<file path="config.mk">
export PLATFORM = sky130hd
export DESIGN_NAME = pmf_top
export DESIGN_NICKNAME = d
export VERILOG_FILES = /design/src/pmf_pkg.sv /design/src/pmf_flag_if.sv /design/src/pmf_out_map.sv /design/src/pmf_top.sv
export SDC_FILE = /design/constraint.sdc
export NUM_CORES = 1
export LEC_CHECK = 0
export BUFFER_PORTS_ARGS = -buffer_cell sky130_fd_sc_hd__buf_2
export CELL_PAD_IN_SITES_DETAIL_PLACEMENT = 0
export CELL_PAD_IN_SITES_GLOBAL_PLACEMENT = 2
export CORE_MARGIN = 2
export CORE_UTILIZATION = 37
export DETAILED_ROUTE_END_ITERATION = 10
export GPL_ROUTABILITY_DRIVEN = 0
export PLACE_DENSITY_LB_ADDON = 0.12
export REMOVE_ABC_BUFFERS = 1
export SETUP_SLACK_MARGIN = 0.15
export SYNTH_ARGS = -nofsm -noshare
export SYNTH_HDL_FRONTEND = slang
export SYNTH_SLANG_ARGS = --single-unit
</file>
<file path="constraint.sdc">
create_clock -name clk -period 9.95 [get_ports clk]
set_input_delay 1.4925 -clock clk [delete_from_list [all_inputs] [get_ports clk]]
set_output_delay 1.4925 -clock clk [all_outputs]
set_load 0.03 [all_outputs]
</file>
<file path="src/pmf_pkg.sv">
// Package: register map, codes and reset values of the loop mode block
package pmf_pkg;

	// ********************************
	// Widths and counts
	// ********************************
	localparam int DW    = 16;
	localparam int AW    = 8;
	localparam int N_IN  = 7;
	localparam int N_OUT = 3;
	localparam int N_EV  = 4;

	// ********************************
	// Register byte offsets
	// ********************************
	localparam logic [AW-1:0] A_MODE   = 8'h00;
	localparam logic [AW-1:0] A_SETPT  = 8'h04;
	localparam logic [AW-1:0] A_UPLIM  = 8'h08;
	localparam logic [AW-1:0] A_LOLIM  = 8'h0C;
	localparam logic [AW-1:0] A_SWFRQ  = 8'h10;
	localparam logic [AW-1:0] A_NETIN  = 8'h14;
	localparam logic [AW-1:0] A_IRQST  = 8'h18;
	localparam logic [AW-1:0] A_IRQMSK = 8'h1C;
	localparam logic [AW-1:0] A_STATE  = 8'h20;
	localparam logic [AW-1:0] A_INFN0  = 8'h40;
	localparam logic [AW-1:0] A_OUTFN0 = 8'h60;

	// ********************************
	// Reset values
	// ********************************
	localparam logic [7:0]    RST_MODE  = 8'h00;
	localparam logic [DW-1:0] PARAM_OFF = 16'h270F;
	localparam logic [7:0]    RST_INFN  = 8'h00;
	localparam logic [7:0]    RST_OUTFN = 8'h00;

	// Switchover limit, 400.0 Hz in 0.1 Hz steps
	localparam logic [DW-1:0] SWFRQ_MAX = 16'h0FA0;

	// ********************************
	// Mode and function codes
	// ********************************
	localparam logic [7:0] MODE_NONE  = 8'h00;
	localparam logic [7:0] MODE_T_REV = 8'h14;
	localparam logic [7:0] MODE_T_FWD = 8'h15;
	localparam logic [7:0] MODE_D_REV = 8'h32;
	localparam logic [7:0] MODE_D_FWD = 8'h33;
	localparam logic [7:0] MODE_B_REV = 8'h3C;
	localparam logic [7:0] MODE_B_FWD = 8'h3D;
	localparam logic [7:0] IN_SEL     = 8'h0E;
	localparam logic [7:0] OUT_LO     = 8'h0E;
	localparam logic [7:0] OUT_UP     = 8'h0F;
	localparam logic [7:0] OUT_DIR    = 8'h10;
	localparam logic [7:0] OUT_ACT    = 8'h2F;
	localparam logic [7:0] OUT_INV    = 8'h64;

	// ********************************
	// Event and state bit positions
	// ********************************
	localparam int EV_LOOP = 0;
	localparam int EV_SW   = 1;
	localparam int EV_UP   = 2;
	localparam int EV_LO   = 3;

	typedef enum logic [2:0] {
		SW_STOP   = 3'b001,
		SW_NORMAL = 3'b010,
		SW_LOOP   = 3'b100
	} pmf_sw_t;

endpackage

</file>
<file path="src/pmf_flag_if.sv">
// Interface: the four loop flags handed to the output mappers
`timescale 1ns/100ps
interface pmf_flag_if;
	logic up;
	logic lo;
	logic dir;
	logic act;
	modport drv (output up, lo, dir, act);
	modport rcv (input up, lo, dir, act);
endinterface

</file>
<file path="src/pmf_out_map.sv">
// Output terminal mapper: function code to terminal level
`timescale 1ns/100ps
module pmf_out_map
	import pmf_pkg::*;
(
	// Clock and reset
	input  wire logic       clk,
	input  wire logic       rst,
	// Selection
	input  wire logic [7:0] code,
	pmf_flag_if.rcv         flags,
	// Terminal
	output logic            term_reg
);

	wire       inv  = code >= OUT_INV;
	wire [7:0] base = inv ? code - OUT_INV : code;
	wire       hit  = (base == OUT_UP) | (base == OUT_LO) |
		(base == OUT_DIR) | (base == OUT_ACT);
	wire       lvl  = (base == OUT_UP & flags.up) |
		(base == OUT_LO & flags.lo) |
		(base == OUT_DIR & flags.dir) |
		(base == OUT_ACT & flags.act);
	// Unused codes stay low even when inverted
	wire       term_next = hit & (lvl ^ inv);

	always_ff @(posedge clk or posedge rst) begin
		if (rst) begin
			term_reg <= 1'b0;
		end else begin
			term_reg <= term_next;
		end
	end
endmodule

</file>
<file path="src/pmf_top.sv">
// Loop mode select, source select, flags and switchover sequencing
`timescale 1ns/100ps
module pmf_top
	import pmf_pkg::*;
(
	// Clock and reset
	input  wire logic             clk,
	input  wire logic             rst,
	// Register port
	input  wire logic [AW-1:0]    reg_addr,
	input  wire logic [DW-1:0]    reg_wdata,
	input  wire logic             reg_wr,
	input  wire logic             reg_rd,
	output logic      [DW-1:0]    reg_rdata,
	// Drive state
	input  wire logic [N_IN-1:0]  in_term,
	input  wire logic             drive_run,
	input  wire logic             drive_fwd,
	input  wire logic             multi_speed,
	input  wire logic             jog_cmd,
	input  wire logic [DW-1:0]    out_freq,
	// Analog terminals, 0.1 % steps
	input  wire logic [DW-1:0]    term2_value,
	input  wire logic [DW-1:0]    term4_value,
	// Fieldbus values
	input  wire logic [DW-1:0]    fb_deviation,
	input  wire logic [DW-1:0]    fb_set_value,
	input  wire logic [DW-1:0]    fb_meas_value,
	// Regulator side
	output logic                  loop_active_flag,
	output logic      [DW-1:0]    sp_out,
	output logic      [DW-1:0]    pv_out,
	output logic      [DW-1:0]    dev_out,
	output logic                  dev_direct,
	// Output terminals and interrupt
	output logic      [N_OUT-1:0] out_term,
	output logic                  irq
);

	// ********************************
	// Registers
	// ********************************
	logic [7:0]      mode_reg;
	logic [DW-1:0]   setpt_reg;
	logic [DW-1:0]   uplim_reg;
	logic [DW-1:0]   lolim_reg;
	logic [DW-1:0]   swfrq_reg;
	logic [N_IN-1:0] netin_reg;
	logic [N_EV-1:0] irq_st_reg;
	logic [N_EV-1:0] irq_msk_reg;
	logic [7:0]      in_fn_reg [N_IN];
	logic [7:0]      out_fn_reg [N_OUT];
	logic            up_reg;
	logic            lo_reg;
	logic            dir_reg;
	pmf_sw_t         sw_reg;
	pmf_sw_t         sw_next;
	logic [N_EV-1:0] ev;
	logic [N_IN-1:0] sel_hit;
	logic [N_IN-1:0] sel_lvl;
	logic [N_IN-1:0] wr_in;
	logic [N_OUT-1:0] wr_out;

	// ********************************
	// Write decode
	// ********************************
	wire wr_mode  = reg_wr && reg_addr == A_MODE;
	wire wr_setpt = reg_wr && reg_addr == A_SETPT;
	wire wr_uplim = reg_wr && reg_addr == A_UPLIM;
	wire wr_lolim = reg_wr && reg_addr == A_LOLIM;
	wire wr_swfrq = reg_wr && reg_addr == A_SWFRQ;
	wire wr_netin = reg_wr && reg_addr == A_NETIN;
	wire wr_irqst = reg_wr && reg_addr == A_IRQST;
	wire wr_msk   = reg_wr && reg_addr == A_IRQMSK;

	always_ff @(posedge clk or posedge rst) begin
		if (rst) begin
			mode_reg    <= RST_MODE;
			setpt_reg   <= PARAM_OFF;
			uplim_reg   <= PARAM_OFF;
			lolim_reg   <= PARAM_OFF;
			swfrq_reg   <= PARAM_OFF;
			netin_reg   <= '0;
			irq_msk_reg <= '0;
		end else begin
			if (wr_mode)  mode_reg <= reg_wdata[7:0];
			if (wr_setpt) setpt_reg <= reg_wdata;
			if (wr_uplim) uplim_reg <= reg_wdata;
			if (wr_lolim) lolim_reg <= reg_wdata;
			if (wr_swfrq) swfrq_reg <= reg_wdata;
			if (wr_netin) netin_reg <= reg_wdata[N_IN-1:0];
			if (wr_msk)   irq_msk_reg <= reg_wdata[N_EV-1:0];
		end
	end

	// ********************************
	// Terminal function tables
	// ********************************
	for (genvar i = 0; i < N_IN; i++) begin : g_in
		assign wr_in[i] = reg_wr && reg_addr == A_INFN0 + 8'(4 * i);
		always_ff @(posedge clk or posedge rst) begin
			if (rst) begin
				in_fn_reg[i] <= RST_INFN;
			end else if (wr_in[i]) begin
				in_fn_reg[i] <= reg_wdata[7:0];
			end
		end
		// Network bit counts the same as the pin
		assign sel_hit[i] = in_fn_reg[i] == IN_SEL;
		assign sel_lvl[i] = sel_hit[i] &
			(in_term[i] | netin_reg[i]);
	end
	for (genvar i = 0; i < N_OUT; i++) begin : g_out
		assign wr_out[i] = reg_wr && reg_addr == A_OUTFN0 + 8'(4 * i);
		always_ff @(posedge clk or posedge rst) begin
			if (rst) begin
				out_fn_reg[i] <= RST_OUTFN;
			end else if (wr_out[i]) begin
				out_fn_reg[i] <= reg_wdata[7:0];
			end
		end
	end

	// ********************************
	// Mode decode
	// ********************************
	wire mode_term = mode_reg == MODE_T_REV || mode_reg == MODE_T_FWD;
	wire mode_dev  = mode_reg == MODE_D_REV || mode_reg == MODE_D_FWD;
	wire mode_bus  = mode_reg == MODE_B_REV || mode_reg == MODE_B_FWD;
	wire mode_ok   = mode_term | mode_dev | mode_bus;
	wire lim_mode  = mode_term | mode_bus;
	wire sel_assigned = |sel_hit;
	wire sel_on       = |sel_lvl;
	// Unassigned select input leaves the mode alone in charge
	wire cfg_en = mode_ok && (!sel_assigned || sel_on);
	wire override = multi_speed | jog_cmd;
	// 9999 or anything above 400 Hz turns the start phase off
	wire sw_en = swfrq_reg <= SWFRQ_MAX;
	wire sw_reached = !sw_en || out_freq >= swfrq_reg;

	// ********************************
	// Switchover sequencing
	// ********************************
	always_comb begin
		sw_next = sw_reg;
		case (sw_reg)
			SW_STOP: if (drive_run) sw_next = SW_NORMAL;
			SW_NORMAL: begin
				if (!drive_run) sw_next = SW_STOP;
				else if (sw_reached) sw_next = SW_LOOP;
			end
			// Falling frequency does not leave the loop
			SW_LOOP: if (!drive_run) sw_next = SW_STOP;
			default: sw_next = SW_STOP;
		endcase
	end

	wire act_next = sw_reg == SW_LOOP && cfg_en && !override;

	// ********************************
	// Source selection
	// ********************************
	// Outside fieldbus mode the parameter wins over terminal 2 whenever it is set
	wire [DW-1:0] sp_term = setpt_reg == PARAM_OFF ?
		term2_value : setpt_reg;
	wire [DW-1:0] sp_sel  = mode_bus ? fb_set_value : sp_term;
	wire [DW-1:0] pv_sel  = mode_bus ?
		fb_meas_value : term4_value;
	wire [DW-1:0] dev_sel = mode_dev ?
		fb_deviation : sp_sel - pv_sel;

	// ********************************
	// Flags
	// ********************************
	wire up_next  = lim_mode && uplim_reg != PARAM_OFF &&
		pv_sel > uplim_reg;
	wire lo_next  = lim_mode && lolim_reg != PARAM_OFF &&
		pv_sel < lolim_reg;
	wire dir_next = drive_run && drive_fwd;

	always_ff @(posedge clk or posedge rst) begin
		if (rst) begin
			sw_reg           <= SW_STOP;
			loop_active_flag <= 1'b0;
			up_reg           <= 1'b0;
			lo_reg           <= 1'b0;
			dir_reg          <= 1'b0;
			sp_out           <= '0;
			pv_out           <= '0;
			dev_out          <= '0;
			dev_direct       <= 1'b0;
		end else begin
			sw_reg           <= sw_next;
			loop_active_flag <= act_next;
			up_reg           <= up_next;
			lo_reg           <= lo_next;
			dir_reg          <= dir_next;
			sp_out           <= sp_sel;
			pv_out           <= pv_sel;
			dev_out          <= dev_sel;
			dev_direct       <= mode_dev;
		end
	end

	// ********************************
	// Output terminals
	// ********************************
	pmf_flag_if flg ();
	assign flg.up  = up_reg;
	assign flg.lo  = lo_reg;
	assign flg.dir = dir_reg;
	assign flg.act = loop_active_flag;

	for (genvar i = 0; i < N_OUT; i++) begin : g_map
		pmf_out_map u_map (
			.clk      (clk),
			.rst      (rst),
			.code     (out_fn_reg[i]),
			.flags    (flg),
			.term_reg (out_term[i])
		);
	end

	// ********************************
	// Interrupts
	// ********************************
	assign ev[EV_LOOP] = act_next & ~loop_active_flag;
	assign ev[EV_SW]   = sw_next == SW_LOOP && sw_reg == SW_NORMAL;
	assign ev[EV_UP]   = up_next & ~up_reg;
	assign ev[EV_LO]   = lo_next & ~lo_reg;
	// A new event beats a write-one clear in the same cycle
	wire [N_EV-1:0] irq_st_next = (irq_st_reg &
		~(wr_irqst ? reg_wdata[N_EV-1:0] : '0)) | ev;

	always_ff @(posedge clk or posedge rst) begin
		if (rst) begin
			irq_st_reg <= '0;
			irq        <= 1'b0;
		end else begin
			irq_st_reg <= irq_st_next;
			irq        <= |(irq_st_reg & irq_msk_reg);
		end
	end

	// ********************************
	// Read path
	// ********************************
	wire [AW-1:0] in_off  = reg_addr - A_INFN0;
	wire [AW-1:0] out_off = reg_addr - A_OUTFN0;
	wire in_hit  = reg_addr >= A_INFN0 && in_off < 8'(4 * N_IN) &&
		in_off[1:0] == 2'h0;
	wire out_hit = reg_addr >= A_OUTFN0 && out_off < 8'(4 * N_OUT) &&
		out_off[1:0] == 2'h0;
	wire [2:0] in_idx  = in_off[4:2];
	wire [1:0] out_idx = out_off[3:2];
	wire [DW-1:0] state_w = {6'h00, sel_on, sel_assigned, dir_reg,
		lo_reg, up_reg, loop_active_flag, 1'b0, sw_reg};

	wire [DW-1:0] rd_mux =
		reg_addr == A_MODE   ? {8'h00, mode_reg} :
		reg_addr == A_SETPT  ? setpt_reg :
		reg_addr == A_UPLIM  ? uplim_reg :
		reg_addr == A_LOLIM  ? lolim_reg :
		reg_addr == A_SWFRQ  ? swfrq_reg :
		reg_addr == A_NETIN  ? {9'h000, netin_reg} :
		reg_addr == A_IRQST  ? {12'h000, irq_st_reg} :
		reg_addr == A_IRQMSK ? {12'h000, irq_msk_reg} :
		reg_addr == A_STATE  ? state_w :
		in_hit  ? {8'h00, in_fn_reg[in_idx]} :
		out_hit ? {8'h00, out_fn_reg[out_idx]} : 16'h0000;

	always_ff @(posedge clk or posedge rst) begin
		if (rst) begin
			reg_rdata <= '0;
		end else begin
			reg_rdata <= reg_rd ? rd_mux : 16'h0000;
		end
	end
endmodule

</file>
==> reports/metrics.yaml, run 1 <==
pwr-share-seq_pct: 42.5
cts-resized-gates: 0
tns_ps: 0
synthCells: 1301
grt_pass1_vias: 11121
status: "complete, no violations"
vdd_drop_max_v: 0.000110
drive_gt1_share_pct: 32.5
crit_required_ps: 10360
maxCapViolations: 0
io_pins: 205
fin_skew_ps: 22.2
final_common_cell: "dfrtp_1"
yosysUniqueCellTypes: 76
antenna_left: 0
timing.final.crit_period_ps: 4590
cp-start-kind: "register"
hp-class: "reg -> reg"
syn_area_mm2: 0.0138
final_cells: 1975
combPwrFrac_pct: 12.8
grt_pass1_wl_um: 68400
rsz0062_at_grt: "false"
vias_per_cell: 5.52
end_kind: "register"
met2_usage_pct: 38.9
core_area_mm2: 0.0366
drt_pass1_iterations: 5
hold_buffers: 0
clock_latency_ps: 570
tightestPinTransition_ps: 931
postSynthAreaPerCell_um2: 10.6
met3_usage_pct: 3.10
clk_pin_slew_ps: 60
hold_viol_final: 0
grt-ovfl-total: 0
start_util_pct: 37.6
crit_arrival_ps: 5010
die_height_um: 197
netSwitchingPower_w: 0.000679
timing.fmax_ghz: 0.218
grt_max_degree: 111
routedWlPerCell_um: 22.7
clock_path_buffers: 3
grt.met1_usage_pct: 31.4
cp_max_fo: 14
setup_violations: 0
grt-busiest-layer: "met2"
worst_slack_ps: 5360
slew_headroom_pct: 38.0
critPathKind: "reg -> reg"
largest_register_ffs: 56
nets: 1691
cts_buffers: 29
cts_tree: "yes"
hold_slack_ps: 500
rows: 70
post_cts_buffers: 0
drcViolationCount: 0
antenna_found_initial: 0
synth-main-ff-cell: "dfrtp_1"
cts_sinks: 243
placed_cells: 1922
fill_cells: 3606
synth-seq-area-share_pct: 44.4
final_cell_mix: "210 x dfrtp_1, 204 x buf_2, 170 x mux2_2"
post-place-ws_ps: 5350
clockRootBuffer: "clkbuf_16"
dp_hpwl_um: 33300
ys_warn_count: 0
p_per_area_mw_per_mm2: 158
synth-edff-count: 0
die-area_mm2: 0.0388
chipWidth_um: 197
final.period_utilization_pct: 46.2
track_usage_pct: 23.3
vias: 10895
clkPwrFrac_pct: 44.7
drt-initial-drc-count: 603
swShare_pct: 26.5
port_buffers: 204
routed_wl_um: 44900
syn_to_final_growth_pct: 17.7
internal_power_w: 0.00189
n_antenna_cell: 0
ys_ff_latch: 243
fin_total_pwr_w: 0.00256
power_leakage_nw: 7.60
ctsHtreeMaxLevel: 1
r2r_slack_ps: 5360
final_max_slew_viol_count: 0
synthArstFlopShare_pct: 100
-- final timing paths --
| path | start | endpoint | cells after the start |
|---|---|---|---|
| max reg2reg | setpt_reg[13] | dev_out[14] | 16 |
| max in group asynchronous | rst | pv_out[8] | 3 |
| min in group asynchronous | rst | netin_reg[0] | 2 |
| max | setpt_reg[13] | dev_out[14] | 16 |
| min | mode_reg[0] | mode_reg[0] | 1 |
| min reg2reg | mode_reg[0] | mode_reg[0] | 1 |
-- power groups by stage --
stage | sequential, W | clock [W] | combinational [W]
floorplan | 0.00112 | 0 | 0.000170
global placement | 0.00110 | 0 | 0.000329
detailed placement | 0.00111 | 0 | 0.000331
CTS | 0.00109 | 0.00117 | 0.000333
global route | 0.00110 | 0.00121 | 0.000364
finish | 0.00109 | 0.00115 | 0.000328
-- cell families after synthesis --
family / Yosys count / synth area share, %
fa+ha+maj: 71 / 6.50
mux: 222 / 18.5
simple gates: 307 / 11.6
flops: 243 / 44.4
xor+xnor: 15 / 0.954
buf+inv: 150 / 4.36
compound gates: 293 / 13.6
-- per-layer routing --
metal | wire (um) | vias to the layer above | share of wire [%]
met5 | 0 | - | 0
met4 | 1410 | 0 | 3.1
met3 | 2270 | 78 | 5.1
met2 | 21200 | 302 | 47
met1 | 20000 | 5381 | 45
li1 | - | 5134 | -
-- synth_stat cells (all sizes together) (27+ instances only) --
master    n  area share (%)
mux2    174              14
o21ai    79             2.9
a21oi    74             2.7
inv      88             2.4
dfstp    33             6.3
nor2     54             1.5
nand2   107             2.9
clkbuf   34            0.93
dfrtp   210              38
buf      27             1.0
mux2i    39             2.8
ha       70             6.4
-- worst max-delay path, stage by stage, from the launching register on --
cell	delay, ps
dfstp_2	550
or4b_4	480
nor4_4	790
inv_1	210
nand2_1	120
a21oi_1	100
a21oi_1	210
ha_1	200
inv_1	60
fa_1	410
a21o_1	190
a211oi_1	300
o31ai_1	180
o21ai_0	280
o21ai_0	160
xnor2_1	140
o21ai_0	90
-- through the flow --
stage | utilization [%] | cell area (um^2)
floorplan | - | 13500
global placement | 41.5 | 15200
detailed placement | 41.5 | 15200
CTS | 44.3 | 16200
global route | 44.3 | 16200
finish | 44.3 | 16200
-- cell type report --
cell class                 count  area [um^2]  area share, %
tap                          468          586           3.61
clock inverter                10          206           1.27
clock buffer                  43          808           4.98
inverter                      89          342           2.11
timing repair buffer         214         1100           6.76
multi-input combinational    908         7050           43.5
sequential                   243         6120           37.8
No activity file was read; power rests on OpenSTA's default activity.
==> inputs of run 2 (changes only) <==
ABC_AREA = 1   (was unset)
CORE_UTILIZATION = 30   (was 37)
clock period = 3.99 ns   (was 9.95 ns; I/O delays follow)
==> run 2 against run 1 <==
Against the previous run: via count increased by 22%; wire length increased by 19%; non-clock buffer count increased by 13; maximum frequency increased by 34%; total power increased to 2.7 times the previous value; critical path type unchanged; largest cell class unchanged.
==> reports/metrics.yaml, run 2 <==
status: "complete, no violations"
worstPathCellList: "nand4_1, nor3_1, nand4_1, buf_4, o211ai_1, o21ai_0, inv_1, ha_1, inv_1, fa_1, nand2_1, nand2_1, nand2_1, nand2_1, nand3_1, nand3_1, a21oi_1, o21bai_1, or2_2, nand3_1, nand2_1"
r2r_slack_ps: 560  # -4800 ps
final_cell_mix: "538 x nand2_1, 231 x inv_1, 210 x dfrtp_1"
crit_slowest_cell: "dfstp_2"
ctsHtreeMaxLevel: 2  # +1
placed_cells: 2673  # +39%
yosysTopAreaCell: "dfrtp_1"
crit_family: "simple AND/OR/NAND/NOR gates"
fin_area_mm2: 0.0171  # +5.4%
final_max_slew_viol_count: 0  # unchanged
drcViolationCount: 0  # unchanged
synth-edff-count: 0  # unchanged
cp_max_fo: 5  # -9
maxCapViolations: 0  # unchanged
antenna_found_initial: 2  # +2
io_pins: 205  # unchanged
crit_required_ps: 4420  # -5940 ps
die_height_um: 222  # +13%
drt-initial-drc-count: 1002  # +66%
track_usage_pct: 21.8  # -1.5 points
vias_per_cell: 4.84  # -12%
synthArstFlopShare_pct: 100  # unchanged
core_area_mm2: 0.0474  # +30%
p_per_area_mw_per_mm2: 406  # +160%
clock_path_buffers: 3  # unchanged
hold_slack_ps: 230  # -271 ps
nets: 2302  # +36%
hp-class: "in -> async"
routed_wl_um: 53400  # +19%
final.period_utilization_pct: 86.0  # +40 points
utilization_pct: 36.0  # -8.3 points
die-area_mm2: 0.0494  # +27%
synth-main-ff-cell: "dfrtp_1"
synth_top_area_share_pct: 36.7  # -1.4 points
ys_ff_latch: 243  # unchanged
rsz0062_at_grt: "false"
hold_viol_final: 0  # unchanged
clock_latency_ps: 550  # -20 ps
crit_arrival_ps: 3860  # -1150 ps
fill_cells: 5164  # +43%
chipWidth_um: 222  # +13%
port_buffers: 204  # unchanged
synthTopCellsByCount: "538 x nand2_1, 232 x inv_1, 210 x dfrtp_1, 203 x o21ai_0, 115 x nor2_1"
cp_common_cell: "nand2_1"
slew_headroom_pct: 38.6  # +0.65 points
drt_pass1_iterations: 5  # unchanged
grt_pass1_wl_um: 81600  # +19%
final_cells: 2738  # +39%
grt_pass1_vias: 13277  # +19%
path_buf_inv: 3  # +1
grt_max_degree: 105  # -5.4%
cp-start-kind: "register"
start_util_pct: 30.2  # -7.5 points
rows: 80  # +14%
timing.final.crit_period_ps: 3430  # -1160 ps
synth-seq-area-share_pct: 42.8  # -1.6 points
routedWlPerCell_um: 19.5  # -14%
syn_to_final_growth_pct: 19.4
cts_tree: "yes"
synthCells: 1894  # +46%
yosysUniqueCellTypes: 52  # -32%
final_common_cell: "nand2_1"
cts_sinks: 243  # unchanged
max_stage_delay_ps: 570  # -220 ps
hold_buffers: 0  # unchanged
vdd_drop_max_v: 0.000210  # +91%
synth.most_common_cell: "nand2_1"
clk_pin_slew_ps: 60  # about the same
syn_area_mm2: 0.0143  # +3.8%
place_area_mm2: 0.0160  # +5.1%
critPathKind: "reg -> reg"
yosys-top-cells-area: "dfrtp_1 37%, nand2_1 14%, o21ai_0 7.1%, ha_1 6.1%, inv_1 6.1%"
tightestPinTransition_ps: 920  # -10.7 ps
timing.fmax_ghz: 0.291  # +34%
largest_register_ffs: 56  # unchanged
fin_skew_ps: 18.1  # -4.10 ps
antenna_left: 0  # unchanged
clockRootBuffer: "clkbuf_16"
postSynthAreaPerCell_um2: 7.55  # -29%
multi_input_area_mm2: 0.00691  # -2.0%
regArea_mm2: 0.00612  # unchanged
grt-ovfl-total: 0  # unchanged
dp_hpwl_um: 40800  # +22%
cts_buffers: 34  # +17%
fin_total_pwr_w: 0.00694  # +170%
setup_violations: 0  # unchanged
drive_gt1_share_pct: 18.2  # -14 points
vias: 13252  # +22%
ys_warn_count: 0  # unchanged
end_kind: "register"
power_leakage_nw: 8.17  # +7.5%
-- run 2: cell types whose count changed in the layout (fill, tap and decap cells not counted), moves of 39 or more --
cell / before / now
o21ai_0: 67 / 203
inv_1: 87 / 231
nand3_1: 15 / 101
mux2_2: 170 / 0
nor2_1: 54 / 115
nand2_1: 106 / 538
mux2i_1: 39 / 0
-- run 2: metal layers --
metal | global-route usage [%] | vias to the layer above | wire length (um)
li1 | - | 6608 | -
met2 | 33.1 | 326 | 22800
met5 | 0 | - | 0
met4 | 4.74 | 0 | 940
met3 | 3.78 | 55 | 2790
met1 | 32.3 | 6263 | 26800
-- run 2: logic make-up after synthesis --
logic type                 synth area share [%]
AOI/OAI and AO/OA                          14.3
xor gates and xnor gates                  0.673
DFF                                        42.8
and+or+nand+nor                            27.1
buffers and inverters                      8.88
adders and majority gates                  6.26
-- run 2: final timing paths --
check                                  from             to  cells after the start
max                           setpt_reg[13]    dev_out[14]                     21
min in group clk           fb_deviation[13]    dev_out[13]                      3
max in group asynchronous               rst    dev_out[11]                      3
min                                     rst    mode_reg[5]                      2
max reg2reg                   setpt_reg[13]    dev_out[14]                     21
min reg2reg                   swfrq_reg[15]  swfrq_reg[15]                      2
-- run 2: power breakdown --
group	leakage (nW)	internal, W	switching, W
Clock	0.535	0.00184	0.00122
Combinational	4.65	0.000351	0.000753
Sequential	2.98	0.00265	0.000124
Total	8.17	0.00485	0.00210
-- run 2: what timing repair did --
action | 4_1_cts | 5_1_grt
gates resized for setup | 0 | 0
endpoints found under the setup margin | 0 | 3
setup buffers | 0 | 2
-- run 2: area by class of cell --
| type | count | share of cell area [%] |
|---|---|---|
| antenna | 1 | 0.0146 |
| clock buffer | 51 | 5.53 |
| clock inverter | 11 | 0.893 |
| inverter | 251 | 5.63 |
| multi-input combinational | 1339 | 40.5 |
| sequential | 243 | 35.8 |
| tap | 615 | 4.50 |
| timing repair buffer | 227 | 7.13 |
-- run 2: worst register-to-register path, stage by stage (launching register included) --
cell,delay (ps)
dfstp_2,570
nand4_1,150
nor3_1,190
nand4_1,140
buf_4,190
o211ai_1,160
o21ai_0,130
inv_1,80
ha_1,140
inv_1,60
fa_1,390
nand2_1,80
nand2_1,50
nand2_1,50
nand2_1,120
nand3_1,100
nand3_1,110
a21oi_1,150
o21bai_1,90
or2_2,270
nand3_1,70
nand2_1,50
-- run 2: metrics by stage --
| stage | worst slack [ps] | setup TNS, ps |
|---|---|---|
| after floorplan | -3230 | -722320 |
| after global placement | 320 | 0 |
| after detailed placement | 301 | 0 |
| after CTS | 291 | 0 |
| after global routing | 196 | 0 |
| final | 557 | 0 |
==> inputs of run 3 (changes only) <==
RECOVER_POWER = 25   (was unset)
==> run 3 against run 2 <==
Against the previous run: the run now ends with max-capacitance violations, max-slew violations left; wire length barely moved; critical path type unchanged; maximum frequency barely moved; combinational power barely moved.
==> reports/metrics.yaml, run 3 (same netlist as run 2, synthesis figures left out) <==
drcViolationCount: 0  # unchanged
power_leakage_nw: 8.15  # -0.20%
end_kind: "register"
post-place-ws_ps: 301  # unchanged
fin_area_mm2: 0.0171  # -0.12%
drt-initial-drc-count: 1004  # +0.20%
crit-reg2reg-launch: "setpt_reg[13]"
port_buffers: 204  # unchanged
io_pins: 205  # unchanged
track_usage_pct: 21.8  # unchanged
final_cell_mix: "538 x nand2_1, 231 x inv_1, 210 x dfrtp_1"
antenna_left: 0  # unchanged
antenna_found_initial: 2  # unchanged
rsz0062_at_grt: "false"
worstPathCellList: "nand4_1, nor3_1, nand4_1, buf_4, o211ai_1, o21ai_0, inv_1, ha_1, inv_1, fa_1, nand2_1, nand2_1, nand2_1, nand2_1, nand3_1, nand3_1, a21oi_1, o21bai_1, or2_2, nand3_1, nand2_1"
syn_to_final_growth_pct: 19.3
final.period_utilization_pct: 86.0  # about the same
tns_ps: 0  # unchanged
crit_required_ps: 4420  # about the same
clock_latency_ps: 550  # about the same
hold_buffers: 0  # unchanged
crit_arrival_ps: 3860  # about the same
grt_pass1_vias: 13277  # unchanged
hold_viol_final: 0  # unchanged
vias_per_cell: 4.84  # about the same
setup_violations: 0  # unchanged
r2r_slack_ps: 560  # about the same
critPathKind: "reg -> reg"
p_per_area_mw_per_mm2: 407  # about the same
drive_gt1_share_pct: 18.1  # -0.094 points
cp-start-kind: "register"
clk_pin_slew_ps: 60  # about the same
timing.fmax_ghz: 0.291  # about the same
cp-startpoint: "setpt_reg[13]"
timing.final.crit_period_ps: 3430  # -1.08 ps
max_stage_delay_ps: 570  # about the same
rows: 80  # unchanged
vias: 13261  # +0.068%
crit_slowest_cell: "dfstp_2"
grt_pass1_wl_um: 81600  # unchanged
chipWidth_um: 222  # unchanged
nets: 2302  # unchanged
ctsHtreeMaxLevel: 2  # unchanged
routedWlPerCell_um: 19.5  # about the same
start_util_pct: 30.2  # unchanged
slew_headroom_pct: -63.7  # -100 points
grt_max_degree: 105  # unchanged
violations: "max-capacitance violations, max-slew violations"
worst_slack_ps: 558  # +1.08 ps
status: "finished, violations left"
largest_register_ffs: 56  # unchanged
r2r-end: "dev_out[14]"
maxCapViolations: 1  # +1
cts_tree: "yes"
critPathCapture: "dev_out[14]"
placed_cells: 2673  # unchanged
final_common_cell: "nand2_1"
hp-class: "in -> reg"
clockRootBuffer: "clkbuf_16"
place_area_mm2: 0.0160  # unchanged
fin_skew_ps: 17.8  # -0.299 ps
tightestPinTransition_ps: 2460  # +1540 ps
cts_buffers: 34  # unchanged
cp_max_fo: 5  # unchanged
r2r_cells: 21  # unchanged
cts_sinks: 243  # unchanged
die-area_mm2: 0.0494  # unchanged
hold_path_depth: 3
vdd_drop_max_v: 0.000209  # -0.15%
die_height_um: 222  # unchanged
drt_pass1_iterations: 7  # +2
met2_usage_pct: 33.1  # unchanged
grt-ovfl-total: 0  # unchanged
fill_cells: 5167  # +0.058%
grt.met1_usage_pct: 32.3  # unchanged
cp_common_cell: "nand2_1"
final_max_slew_viol_count: 104  # +104
final_cells: 2738  # unchanged
grt-busiest-layer: "met2"
met3_usage_pct: 3.78  # unchanged
routed_wl_um: 53400  # about the same
core_area_mm2: 0.0474  # unchanged
clock_path_buffers: 3  # unchanged
dp_hpwl_um: 40800  # unchanged
run 3: cell types whose count changed in the layout (fill, tap and decap cells not counted):
cell        delta
clkinvlp_4     +1
inv_8          -1
buf_12         -1
buf_2          -2
clkbuf_2       +1
clkbuf_1       +2
run 3: what timing repair did:
item / in CTS / in global routing
endpoints found under the setup margin: 0 / 3
gates resized for setup: 0 / 0
buffers inserted: 0 / 2
run 3: power by group:
group / internal (W) / switching, W / total, W
logic: 0.000349 / 0.000752 / 0.00110
registers: 0.00265 / 0.000124 / 0.00278
clock network: 0.00184 / 0.00122 / 0.00306
total: 0.00485 / 0.00209 / 0.00694
run 3: worst max-delay path: cells and delay by family (launching register included):
kind	cells	cell delay, ps
AO/OA/AOI/OAI	4	520
buffers and inverters	3	330
flip-flops	1	570
AND/OR/NAND/NOR	12	1380
adder cells (fa/ha/maj)	2	530
run 3: cell type report:
cell class,instances,area [um^2],area share (%)
Multi-Input combinational cell,1339,6910,40.5
Antenna cell,1,2.50,0.0147
Clock inverter,11,153,0.895
Clock buffer,51,945,5.54
Tap cell,615,769,4.51
Timing Repair Buffer,227,1200,7.04
Sequential cell,243,6120,35.9
Inverter,251,958,5.62
run 3: routing by layer:
layer | part of all wire [%] | wire length, um
met4 | 1.8 | 943
met1 | 50 | 26800
met2 | 43 | 22800
met5 | 0 | 0
met3 | 5.4 | 2860
run 3: worst min-delay path by stage:
stage / start / to / slack (ps)
CTS: fb_deviation[13] / dev_out[13] / 240
floorplan: mode_reg[0] / mode_reg[0] / 450
finish: fb_deviation[13] / dev_out[13] / 270
global placement: uplim_reg[5] / uplim_reg[5] / 470
detailed placement: uplim_reg[5] / uplim_reg[5] / 470
global route: fb_deviation[11] / dev_out[11] / 260
run 3: metrics by stage:
stage | hold slack, ps | utilization (%) | power [W]
global route | 259 | 36.0 | 0.00730
floorplan | 448 | - | 0.00349
CTS | 236 | 36.0 | 0.00704
finish | 266 | 36.0 | 0.00694
detailed placement | 475 | 33.7 | 0.00393
global placement | 468 | 33.7 | 0.00392
